File: src/cache_mode_defines.svh
// Constants for the cache mode control block
`ifndef CACHE_MODE_DEFINES_SVH
`define CACHE_MODE_DEFINES_SVH

// ****************************************
// Register map
// ****************************************
`define CM_ADDR_W 4
`define CM_OFS_CTL 4'h0
`define CM_OFS_STATUS 4'h4
`define CM_RESET_VAL 16'h0180
`define CM_WRITABLE 16'h1FED
`define CM_MASK_LSB 16

// ****************************************
// Field positions
// ****************************************
`define CM_B_L1_MISS 0
`define CM_B_WM_LO 2
`define CM_B_WM_HI 3
`define CM_B_DH_LO 5
`define CM_B_DH_HI 6
`define CM_B_SH_LO 7
`define CM_B_SH_HI 8
`define CM_B_FB_DIS 9
`define CM_B_L1_DIS 10
`define CM_B_INVAL 11

// ****************************************
// FIFO and addressing
// ****************************************
`define CM_FIFO_LVL_W 5
`define CM_FIFO_DEPTH 5'h10
`define CM_FIFO_HALF 5'h08
`define CM_ADDR_TILE_W 23

`endif

File: src/cache_mode_pkg.sv
// Types for the cache mode control block
package cache_mode_pkg;
  typedef enum logic [1:0] {
    HASH_NONE = 2'h0,
    HASH_ONE = 2'h1,
    HASH_TWO = 2'h2,
    HASH_THREE = 2'h3
  } hash_sel_e;

  typedef enum logic [1:0] {
    WM_HALF = 2'h0,
    WM_FULL = 2'h1,
    WM_UNUSED = 2'h2,
    WM_NONE = 2'h3
  } wm_sel_e;

  // Write-back gate states, Gray along idle->burst->idle
  typedef enum logic [1:0] {
    WB_IDLE = 2'h0,
    WB_BURST = 2'h1
  } wb_state_e;
endpackage : cache_mode_pkg

File: src/set_hash_unit.sv
// Registered XOR set-index hashing for sampler and data caches
`timescale 1ns/1ps
`default_nettype none
`include "cache_mode_defines.svh"
module set_hash_unit (
  input wire logic clk,
  input wire logic rst_n,
  input wire logic [1:0] samp_sel,
  input wire logic [1:0] data_sel,
  input wire logic samp_hash_ok,
  input wire logic data_hash_ok,
  input wire logic [`CM_ADDR_TILE_W-1:0] samp_addr,
  input wire logic [3:0] samp_set,
  input wire logic [`CM_ADDR_TILE_W-1:0] data_addr,
  input wire logic [1:0] data_set,
  output logic [3:0] samp_set_out,
  output logic [1:0] data_set_out
);
  typedef struct packed {
    logic [3:0] samp;
    logic [1:0] data;
  } hash_s;
  hash_s cur_ff;
  hash_s nxt_cur;

  // Sampler mask from the selected scheme
  function automatic logic [3:0] samp_mask(input logic [1:0] sel,
                                           input logic [22:0] a);
    samp_mask = 4'h0;
    unique case (sel)
      2'h0: samp_mask = 4'h0;
      2'h1: samp_mask = a[16:13];
      2'h2: samp_mask = {a[17] ^ a[16], a[16] ^ a[15],
                         a[15] ^ a[14], a[14] ^ a[13]};
      2'h3: samp_mask = {a[22] ^ a[21] ^ a[20] ^ a[19],
                         a[18] ^ a[17] ^ a[16], a[15] ^ a[14], a[13]};
    endcase
  endfunction : samp_mask

  // Data cache mask, two bits only
  function automatic logic [1:0] data_mask(input logic [1:0] sel,
                                           input logic [22:0] a);
    data_mask = 2'h0;
    unique case (sel)
      2'h0: data_mask = 2'h0;
      2'h1: data_mask = a[14:13];
      2'h2: data_mask = {a[15] ^ a[14], a[14] ^ a[13]};
      2'h3: data_mask = {a[15] ^ a[14], a[13]};
    endcase
  endfunction : data_mask

  // One path serves fill and lookup alike
  always_comb begin
    nxt_cur = cur_ff;
    nxt_cur.samp = samp_set ^
      (samp_hash_ok ? samp_mask(samp_sel, samp_addr) : 4'h0);
    nxt_cur.data = data_set ^
      (data_hash_ok ? data_mask(data_sel, data_addr) : 2'h0);
  end

  // Registered so outputs leave from flops
  always_ff @(posedge clk) begin
    if (!rst_n) begin
      cur_ff <= '0;
    end else begin
      cur_ff <= nxt_cur;
    end
  end

  assign samp_set_out = cur_ff.samp;
  assign data_set_out = cur_ff.data;
endmodule : set_hash_unit
`default_nettype wire

File: src/wb_watermark.sv
// Write-back FIFO watermark and burst gate for render caches
`timescale 1ns/1ps
`default_nettype none
`include "cache_mode_defines.svh"
module wb_watermark (
  input wire logic clk,
  input wire logic rst_n,
  input wire logic [1:0] wm_sel,
  input wire logic [`CM_FIFO_LVL_W-1:0] fifo_level,
  output logic wr_req
);
  typedef struct packed {
    cache_mode_pkg::wb_state_e st;
    logic req;
  } wb_s;
  wb_s cur_ff;
  wb_s nxt_cur;
  logic [`CM_FIFO_LVL_W-1:0] trip;
  logic [`CM_FIFO_LVL_W-1:0] stop;

  // Trip and stop levels per watermark setting
  always_comb begin
    trip = `CM_FIFO_HALF;
    stop = `CM_FIFO_LVL_W'(0);
    unique case (wm_sel)
      2'h0: trip = `CM_FIFO_HALF;
      2'h1: trip = `CM_FIFO_DEPTH;
      // Unused code acts as no watermark
      default: trip = `CM_FIFO_LVL_W'(1);
    endcase
  end

  // Burst runs from trip until the FIFO drains
  always_comb begin
    nxt_cur = cur_ff;
    unique case (cur_ff.st)
      cache_mode_pkg::WB_IDLE: begin
        if (fifo_level >= trip) begin
          nxt_cur.st = cache_mode_pkg::WB_BURST;
        end
      end
      cache_mode_pkg::WB_BURST: begin
        if (fifo_level == stop) begin
          nxt_cur.st = cache_mode_pkg::WB_IDLE;
        end
      end
      default: nxt_cur.st = cache_mode_pkg::WB_IDLE;
    endcase
    if (wm_sel == 2'h3) begin
      nxt_cur.req = (fifo_level != stop);
    end else begin
      nxt_cur.req = (nxt_cur.st == cache_mode_pkg::WB_BURST) &&
                    (fifo_level != stop);
    end
  end

  always_ff @(posedge clk) begin
    if (!rst_n) begin
      cur_ff <= '{st: cache_mode_pkg::WB_IDLE, req: 1'b0};
    end else begin
      cur_ff <= nxt_cur;
    end
  end

  assign wr_req = cur_ff.req;
endmodule : wb_watermark
`default_nettype wire

File: src/cache_mode_set_hash_ctl.sv
// Cache mode register with invalidate, disables, hashing and watermark
`timescale 1ns/1ps
`default_nettype none
`include "cache_mode_defines.svh"
module cache_mode_set_hash_ctl (
  input wire logic clk,
  input wire logic rst_n,
  input wire logic [`CM_ADDR_W-1:0] avs_address,
  input wire logic avs_read,
  input wire logic avs_write,
  input wire logic [31:0] avs_writedata,
  output logic [31:0] avs_readdata,
  output logic avs_waitrequest,
  input wire logic samp_16way,
  input wire logic samp_imm,
  input wire logic [`CM_ADDR_TILE_W-1:0] samp_addr,
  input wire logic [3:0] samp_set,
  output logic [3:0] samp_set_hashed,
  input wire logic data_16way,
  input wire logic data_imm,
  input wire logic [`CM_ADDR_TILE_W-1:0] data_addr,
  input wire logic [1:0] data_set,
  output logic [1:0] data_set_hashed,
  input wire logic [`CM_FIFO_LVL_W-1:0] depth_render_cache_level,
  output logic depth_render_cache_wr_req,
  input wire logic [`CM_FIFO_LVL_W-1:0] color_render_cache_level,
  output logic color_render_cache_wr_req,
  output logic inval_caches,
  output logic l1_inst_bypass,
  output logic l1_inst_unique_fwd,
  output logic l2_fill_buf_dis
);

  // ****************************************
  // State
  // ****************************************
  typedef struct packed {
    logic [15:0] ctl;
    logic ack;
    logic [31:0] rdata;
    logic inval;
    logic l1_bypass;
    logic l1_unique;
    logic fb_dis;
  } ctl_s;
  ctl_s cur_ff;
  ctl_s nxt_cur;
  logic req;

  // Masked update of a 16-bit field
  function automatic logic [15:0] mask_merge(input logic [15:0] old,
                                             input logic [31:0] wd);
    logic [15:0] m;
    m = wd[31:`CM_MASK_LSB] & `CM_WRITABLE;
    mask_merge = (old & ~m) | (wd[15:0] & m);
  endfunction : mask_merge

  assign req = (avs_read || avs_write) && !cur_ff.ack;

  // ****************************************
  // Bus slave and control decode
  // ****************************************
  // One wait cycle, then ack; ack blocks a repeat take
  always_comb begin
    nxt_cur = cur_ff;
    nxt_cur.ack = req;
    if (req && avs_write && avs_address == `CM_OFS_CTL) begin
      nxt_cur.ctl = mask_merge(cur_ff.ctl, avs_writedata);
    end
    if (req && avs_read) begin
      nxt_cur.rdata = 32'h0;
      unique case (avs_address)
        `CM_OFS_CTL: nxt_cur.rdata = {16'h0, cur_ff.ctl};
        `CM_OFS_STATUS: nxt_cur.rdata = {28'h0, cur_ff.fb_dis,
          cur_ff.l1_unique, cur_ff.l1_bypass, cur_ff.inval};
        default: nxt_cur.rdata = 32'h0;
      endcase
    end
    nxt_cur.inval = nxt_cur.ctl[`CM_B_INVAL];
    nxt_cur.l1_bypass = nxt_cur.ctl[`CM_B_L1_DIS];
    nxt_cur.l1_unique = nxt_cur.ctl[`CM_B_L1_MISS] &&
                        !nxt_cur.ctl[`CM_B_L1_DIS];
    nxt_cur.fb_dis = nxt_cur.ctl[`CM_B_FB_DIS];
  end

  always_ff @(posedge clk) begin
    if (!rst_n) begin
      cur_ff <= '{ctl: `CM_RESET_VAL, ack: 1'b0, rdata: 32'h0,
                  inval: 1'b0, l1_bypass: 1'b0, l1_unique: 1'b0,
                  fb_dis: 1'b0};
    end else begin
      cur_ff <= nxt_cur;
    end
  end

  assign avs_waitrequest = !cur_ff.ack;
  assign avs_readdata = cur_ff.rdata;
  assign inval_caches = cur_ff.inval;
  assign l1_inst_bypass = cur_ff.l1_bypass;
  assign l1_inst_unique_fwd = cur_ff.l1_unique;
  assign l2_fill_buf_dis = cur_ff.fb_dis;

  // ****************************************
  // Hashing and write-back gates
  // ****************************************
  set_hash_unit u_hash (
    .clk(clk),
    .rst_n(rst_n),
    .samp_sel(cur_ff.ctl[`CM_B_SH_HI:`CM_B_SH_LO]),
    .data_sel(cur_ff.ctl[`CM_B_DH_HI:`CM_B_DH_LO]),
    .samp_hash_ok(samp_16way && !samp_imm),
    .data_hash_ok(data_16way && !data_imm),
    .samp_addr(samp_addr),
    .samp_set(samp_set),
    .data_addr(data_addr),
    .data_set(data_set),
    .samp_set_out(samp_set_hashed),
    .data_set_out(data_set_hashed)
  );

  // Depth and colour caches share the setting
  wb_watermark u_wb_depth (
    .clk(clk),
    .rst_n(rst_n),
    .wm_sel(cur_ff.ctl[`CM_B_WM_HI:`CM_B_WM_LO]),
    .fifo_level(depth_render_cache_level),
    .wr_req(depth_render_cache_wr_req)
  );

  wb_watermark u_wb_color (
    .clk(clk),
    .rst_n(rst_n),
    .wm_sel(cur_ff.ctl[`CM_B_WM_HI:`CM_B_WM_LO]),
    .fifo_level(color_render_cache_level),
    .wr_req(color_render_cache_wr_req)
  );
endmodule : cache_mode_set_hash_ctl
`default_nettype wire

File: config.mk
export PLATFORM = sky130hd
export DESIGN_NAME = cache_mode_set_hash_ctl
export DESIGN_NICKNAME = d
export VERILOG_FILES = /design/src/cache_mode_pkg.sv /design/src/set_hash_unit.sv /design/src/wb_watermark.sv /design/src/cache_mode_set_hash_ctl.sv
export VERILOG_INCLUDE_DIRS = /design/src /design/src/src
export SDC_FILE = /design/constraint.sdc
export NUM_CORES = 1
export LEC_CHECK = 0
export ABC_AREA = 1
export ABC_CLOCK_PERIOD_IN_PS = 1800
export BUFFER_PORTS_ARGS = -buffer_cell sky130_fd_sc_hd__buf_2
export CAP_MARGIN = 20
export CORE_MARGIN = 2
export CORE_UTILIZATION = 41
export DETAILED_ROUTE_END_ITERATION = 7
export MAX_ROUTING_LAYER = met4
export PLACE_DENSITY = 0.91
export SYNTH_ARGS = -nofsm -noshare
export SYNTH_HDL_FRONTEND = slang
export SYNTH_SLANG_ARGS = --single-unit
File: constraint.sdc
create_clock -name clk -period 1.8 [get_ports clk]
set_input_delay 0.18 -clock clk [delete_from_list [all_inputs] [get_ports clk]]
set_output_delay 0.18 -clock clk [all_outputs]
set_load 0.05 [all_outputs]
; ---- Yosys cells after proc, flatten, opt, wreduce, memory -nomap -nowiden
; Index checks and enable logic that the tools add are counted.
[totals]
reg_bits = 65
input_bits = 106
out_inout_bits = 45
wordCells = 85
[op_classes]
order_cmp = 2
n_eq_ne = 13
mux = 15
bitwise_logic = 17
n_reduce_logical = 24
[op_table]
columns = op, count
row1 = $pmux 16 s2, 1
row2 = $and 16x13->16, 1
row3 = $and 16x16->16, 1
row4 = $not 13->16, 1
row5 = $or 16x16->16, 1
row6 = $pmux 4 s4, 1
row7 = $eq 2x1->1 const B, 7
row8 = $mux 12, 1
row9 = $xor 1x1->1, 11
row10 = $eq 2x2->1 const B, 5
row11 = $ge 5x5->1, 2
row12 = $logic_not 2->1, 5
row13 = $logic_not 5->1, 2
row14 = $mux 2, 5
row15 = $pmux 5 s2, 1
row16 = $reduce_bool 5->1, 2
row17 = $logic_and 1x1->1, 9
row18 = $pmux 2 s2, 2
row19 = $pmux 2 s4, 1
row20 = $eq 4x3->1 const B, 1
row21 = $logic_not 1->1, 4
row22 = $logic_not 4->1, 1
row23 = $mux 4, 1
row24 = $xor 4x4->4, 1
row25 = 3 further kinds, 4

; ---- Depth between registers and ports, before layout
[depth]
depth_word = 8
mapped_depth = 10

; ---- Hierarchy
; A second synthesis with hierarchy kept.
[hier_totals]
hier_cells = 343
area_unflattened_um2 = 2264.7
[by_module_without_submodules]
columns = module, instances, cells_per_inst, area_per_inst_um2
row1 = cache_mode_set_hash_ctl, 1, 205, 1405.1
row2 = wb_watermark, 2, 35, 226.5
row3 = set_hash_unit, 1, 68, 406.6

; ---- Worst setup path before layout
; No wires, ideal clock.
[synth_path]
path_type = register -> register
startpoint = register with a tool-made name
endpoint = register u_wb_depth.cur_ff (netlist bit u_wb_depth.wr_req)
arrival_ps = 1191
required_ps = 1683
slack_ps = 492
stages_incl_launch_ff = 9
n_path_buf = 0
period_less_slack_ps = 1308
cell_sequence = dfxtp_1 -> inv_1 -> nand2_1 -> ha_1 -> a21oi_1 -> o21a_1 -> nand4_1 -> nand2_1 -> a21oi_1
[synth_lines]
columns = element, line
row1 = "end signal, assigned", wb_watermark.sv:59  ; cur_ff <= '{st: cache_mode_pkg::WB_IDLE, req: 1'b0};
row2 = "end signal, assigned", wb_watermark.sv:61  ; cur_ff <= nxt_cur;
row3 = "end, declared", wb_watermark.sv:16  ; wb_s cur_ff;

==> impl_metrics.tcl <==
set metrics [dict create \
    status "complete, no violations" \
    path_clk_slew_ns 0.07 \
    place.gp.congestion 0.906 \
    routed_via_density 4.62 \
    peakVddDrop_mv 0.312 \
    drt_iter0_markers 79 \
    drive_above_1_share 0.301 \
    diodes 0 \
    hold_viol_final 0 \
    fmax_ghz 0.654 \
    dp_cells 444 \
    wl_mm 5.10 \
    p_total_w 0.00188 \
    netlist_area_um2 2170 \
    first_pass_iters 4 \
    grt_pass1_wl_mm 8.36 \
    cpPeakStageDelay_ns 0.36 \
    cts_hold_buf 0 \
    min_path_cells 2 \
    numPortBuffers 87 \
    combPwrFrac 0.245 \
    rows 26 \
    regArea_um2 741 \
    hold_start "data_set[1]" \
    syn_avg_cell_area_um2 7.13 \
    crit_chain "inv_1 -> nand2_1 -> ha_1 -> a21oi_1 -> o21a_1 -> nand4_1 -> nand2_1 -> a21oi_1" \
    post_cts_resized 0 \
    worstRegToRegCells 8 \
    synth_xor_area_frac 0.0202 \
    p_switching_w 0.000630 \
    internal_power_w 0.00125 \
    root_buffer "clkbuf_8" \
    ys_ff_latch 37 \
    rsz0062_at_grt "false" \
    fin_tns_setup_ns 0 \
    cts_tree "built" \
    post-route-util 0.504 \
    grt_antenna_before_repair 0 \
    layout.cells.non_filler 452 \
    postCtsSetupBuffers 0 \
    start_util 0.424 \
    grt_max_degree 22 \
    crit_type "reg -> reg" \
    fill_cells 514 \
    setup_violations 0 \
    vias 2088 \
    fp.dieH_um 76.7 \
    p_per_area_nw_per_um2 730 \
    holdPathEnd "u_hash.data_set_out[1]" \
    grtUsageTotal 0.179 \
    cts_buffer_depth 2 \
    muxShareOfSynthArea 0 \
    area_growth_pct 18.8 \
    cap_violations 0 \
    crit_required_ns 1.97 \
    synth_top_family_by_area "simple AND/OR/NAND/NOR gates" \
    r2r_slack_ns 0.27 \
    yosysSeqAreaShare 0.342 \
    cpMaxStageDelayCell "dfxtp_1" \
    nets 493 \
    leakagePower_nw 1.35 \
    worstPathArrival_ns 1.70 \
    finalCriticalPeriod_ns 1.53 \
    cts_max_level 2 \
    post-route-drc-count 0 \
    die_w_um 76.7 \
    multi_input_area_um2 1070 \
    synthAdderAreaFrac 0.0346 \
    dpl.hpwl_mm 4.01 \
    wl_per_cell_um 11.3 \
    p_seq_frac 0.462 \
    start_kind "register" \
    fin_crit_sh 0.849 \
    synthCells 304 \
    numCtsBuffers 5 \
    dieArea_um2 5880 \
    synth_simple_gate_area_frac 0.263 \
    yosysWarnings 0 \
    ys_types 34 \
    insertion_delay_ns 0.28 \
    coreArea_um2 5110 \
    cts.sinks 37 \
    drv_slew 0 \
    fin_skew_ns 0.00385 \
    io_pins 151 \
    end_kind "register" \
    hp-class "in -> reg" \
    p_clk_frac 0.293 \
    ant_nets 0 \
    cp_max_fo 4 \
    overflow 0 \
    swShare 0.336 \
    grt_pass1_vias 1988 \
    timing.rr.end "u_wb_color.wr_req" \
    synth_compound_area_frac 0.136 \
]
[cells in the final DEF, fill, tap and decap left out, drive strengths merged, types with 2 or more instances in the layout]
master and instances:
nor2 25, dfxtp 37, ha 6, clkinv 3
nor3 5, nand2 57, xnor2 2, nand3 20
a21oi 33, o21ai 18, xor2 3, inv 40
clkbuf 6, nand4 6, or2 2, buf 88
conb 22, o21a 2, nand3b 2
[cell families after synthesis]
kind of cell | after synthesis
AOI/OAI and AO/OA | 55
xor gates and xnor gates | 5
adders and majority gates | 6
buffers and inverters | 80
DFF | 37
other | 1
and+or+nand+nor | 120
[worst max path at each step]
stage	start	end	depth (start not counted)
floorplan	register	u_wb_depth.wr_req	8
global placement	register	u_wb_color.wr_req	8
detailed placement	register	u_wb_color.wr_req	8
CTS	register	u_wb_color.wr_req	8
global route	register	u_wb_depth.wr_req	8
finish	register	u_wb_color.wr_req	8
[power groups by stage]
stage / sequential (W) / combinational [W] / clock, W
global route: 0.000871 / 0.000499 / 0.000607
global placement: 0.000885 / 0.000447 / 0
CTS: 0.000868 / 0.000460 / 0.000571
floorplan: 0.000929 / 0.000330 / 0
detailed placement: 0.000887 / 0.000459 / 0
finish: 0.000868 / 0.000459 / 0.000551
[worst max-delay path: cells and delay by family (launching register included)]
family | cells | cell delay (ns)
compound gates | 3 | 0.33
fa+ha+maj | 1 | 0.33
simple gates | 3 | 0.26
flops | 1 | 0.36
buf+inv | 1 | 0.13
[routing by layer]
| metal | wire length [um] | up-vias | share of wire | global-route usage |
|---|---|---|---|---|
| met3 | 200 | 4 | 0.039 | 0.0388 |
| met5 | 0 | - | 0 | - |
| met2 | 2670 | 64 | 0.52 | 0.335 |
| met1 | 2190 | 943 | 0.43 | 0.191 |
| li1 | - | 1077 | - | - |
| met4 | 40 | 0 | 0.0078 | 0.0455 |
[cells in the mapped netlist]
| master | instances | area, um^2 |
|---|---|---|
| a21oi_1 | 32 | 160 |
| a21oi_2 | 1 | 8.76 |
| a31oi_2 | 1 | 12.5 |
| and2_1 | 1 | 6.26 |
| and3_1 | 1 | 6.26 |
| buf_4 | 33 | 248 |
| buf_6 | 2 | 22.5 |
| clkbuf_1 | 4 | 15.0 |
| clkinv_1 | 1 | 3.75 |
| conb_1 | 1 | 3.75 |
| dfxtp_1 | 37 | 741 |
| ha_1 | 6 | 75.1 |
| inv_1 | 36 | 135 |
| inv_2 | 4 | 15.0 |
| nand2_1 | 52 | 195 |
| nand2_2 | 5 | 31.3 |
| nand2b_1 | 1 | 6.26 |
| nand3_1 | 18 | 90.1 |
| nand3_2 | 2 | 20.0 |
| nand3b_1 | 1 | 7.51 |
| nand3b_2 | 1 | 11.3 |
| nand4_1 | 6 | 37.5 |
| nor2_1 | 22 | 82.6 |
| nor2_2 | 2 | 12.5 |
| nor2_8 | 1 | 20.0 |
| nor3_1 | 4 | 20.0 |
| nor3_2 | 1 | 10.0 |
| o21a_1 | 2 | 15.0 |
| o21ai_0 | 17 | 85.1 |
| o21ai_1 | 1 | 5.00 |
| o221ai_1 | 1 | 8.76 |
| or2_2 | 2 | 12.5 |
| xnor2_1 | 2 | 17.5 |
| xor2_1 | 3 | 26.3 |
[layout make-up]
class,count,share of cell area
Clock buffer,6,0.0282
Clock inverter,2,0.00389
Inverter,41,0.0598
Multi-Input combinational cell,208,0.414
Sequential cell,37,0.288
Tap cell,70,0.0340
Timing Repair Buffer,88,0.172
[per-stage QoR]
step | cell area, um^2 | worst slack, ns | hold WS (ns)
2_1_floorplan | 2250 | 0.492 | 0.270
3_3_place_gp | 2490 | 0.346 | 0.365
3_5_place_dp | 2490 | 0.277 | 0.376
4_1_cts | 2570 | 0.273 | 0.0730
5_1_grt | 2570 | 0.113 | 0.0665
6_report | 2570 | 0.272 | 0.0818
No activity file was read; power rests on OpenSTA's default activity.
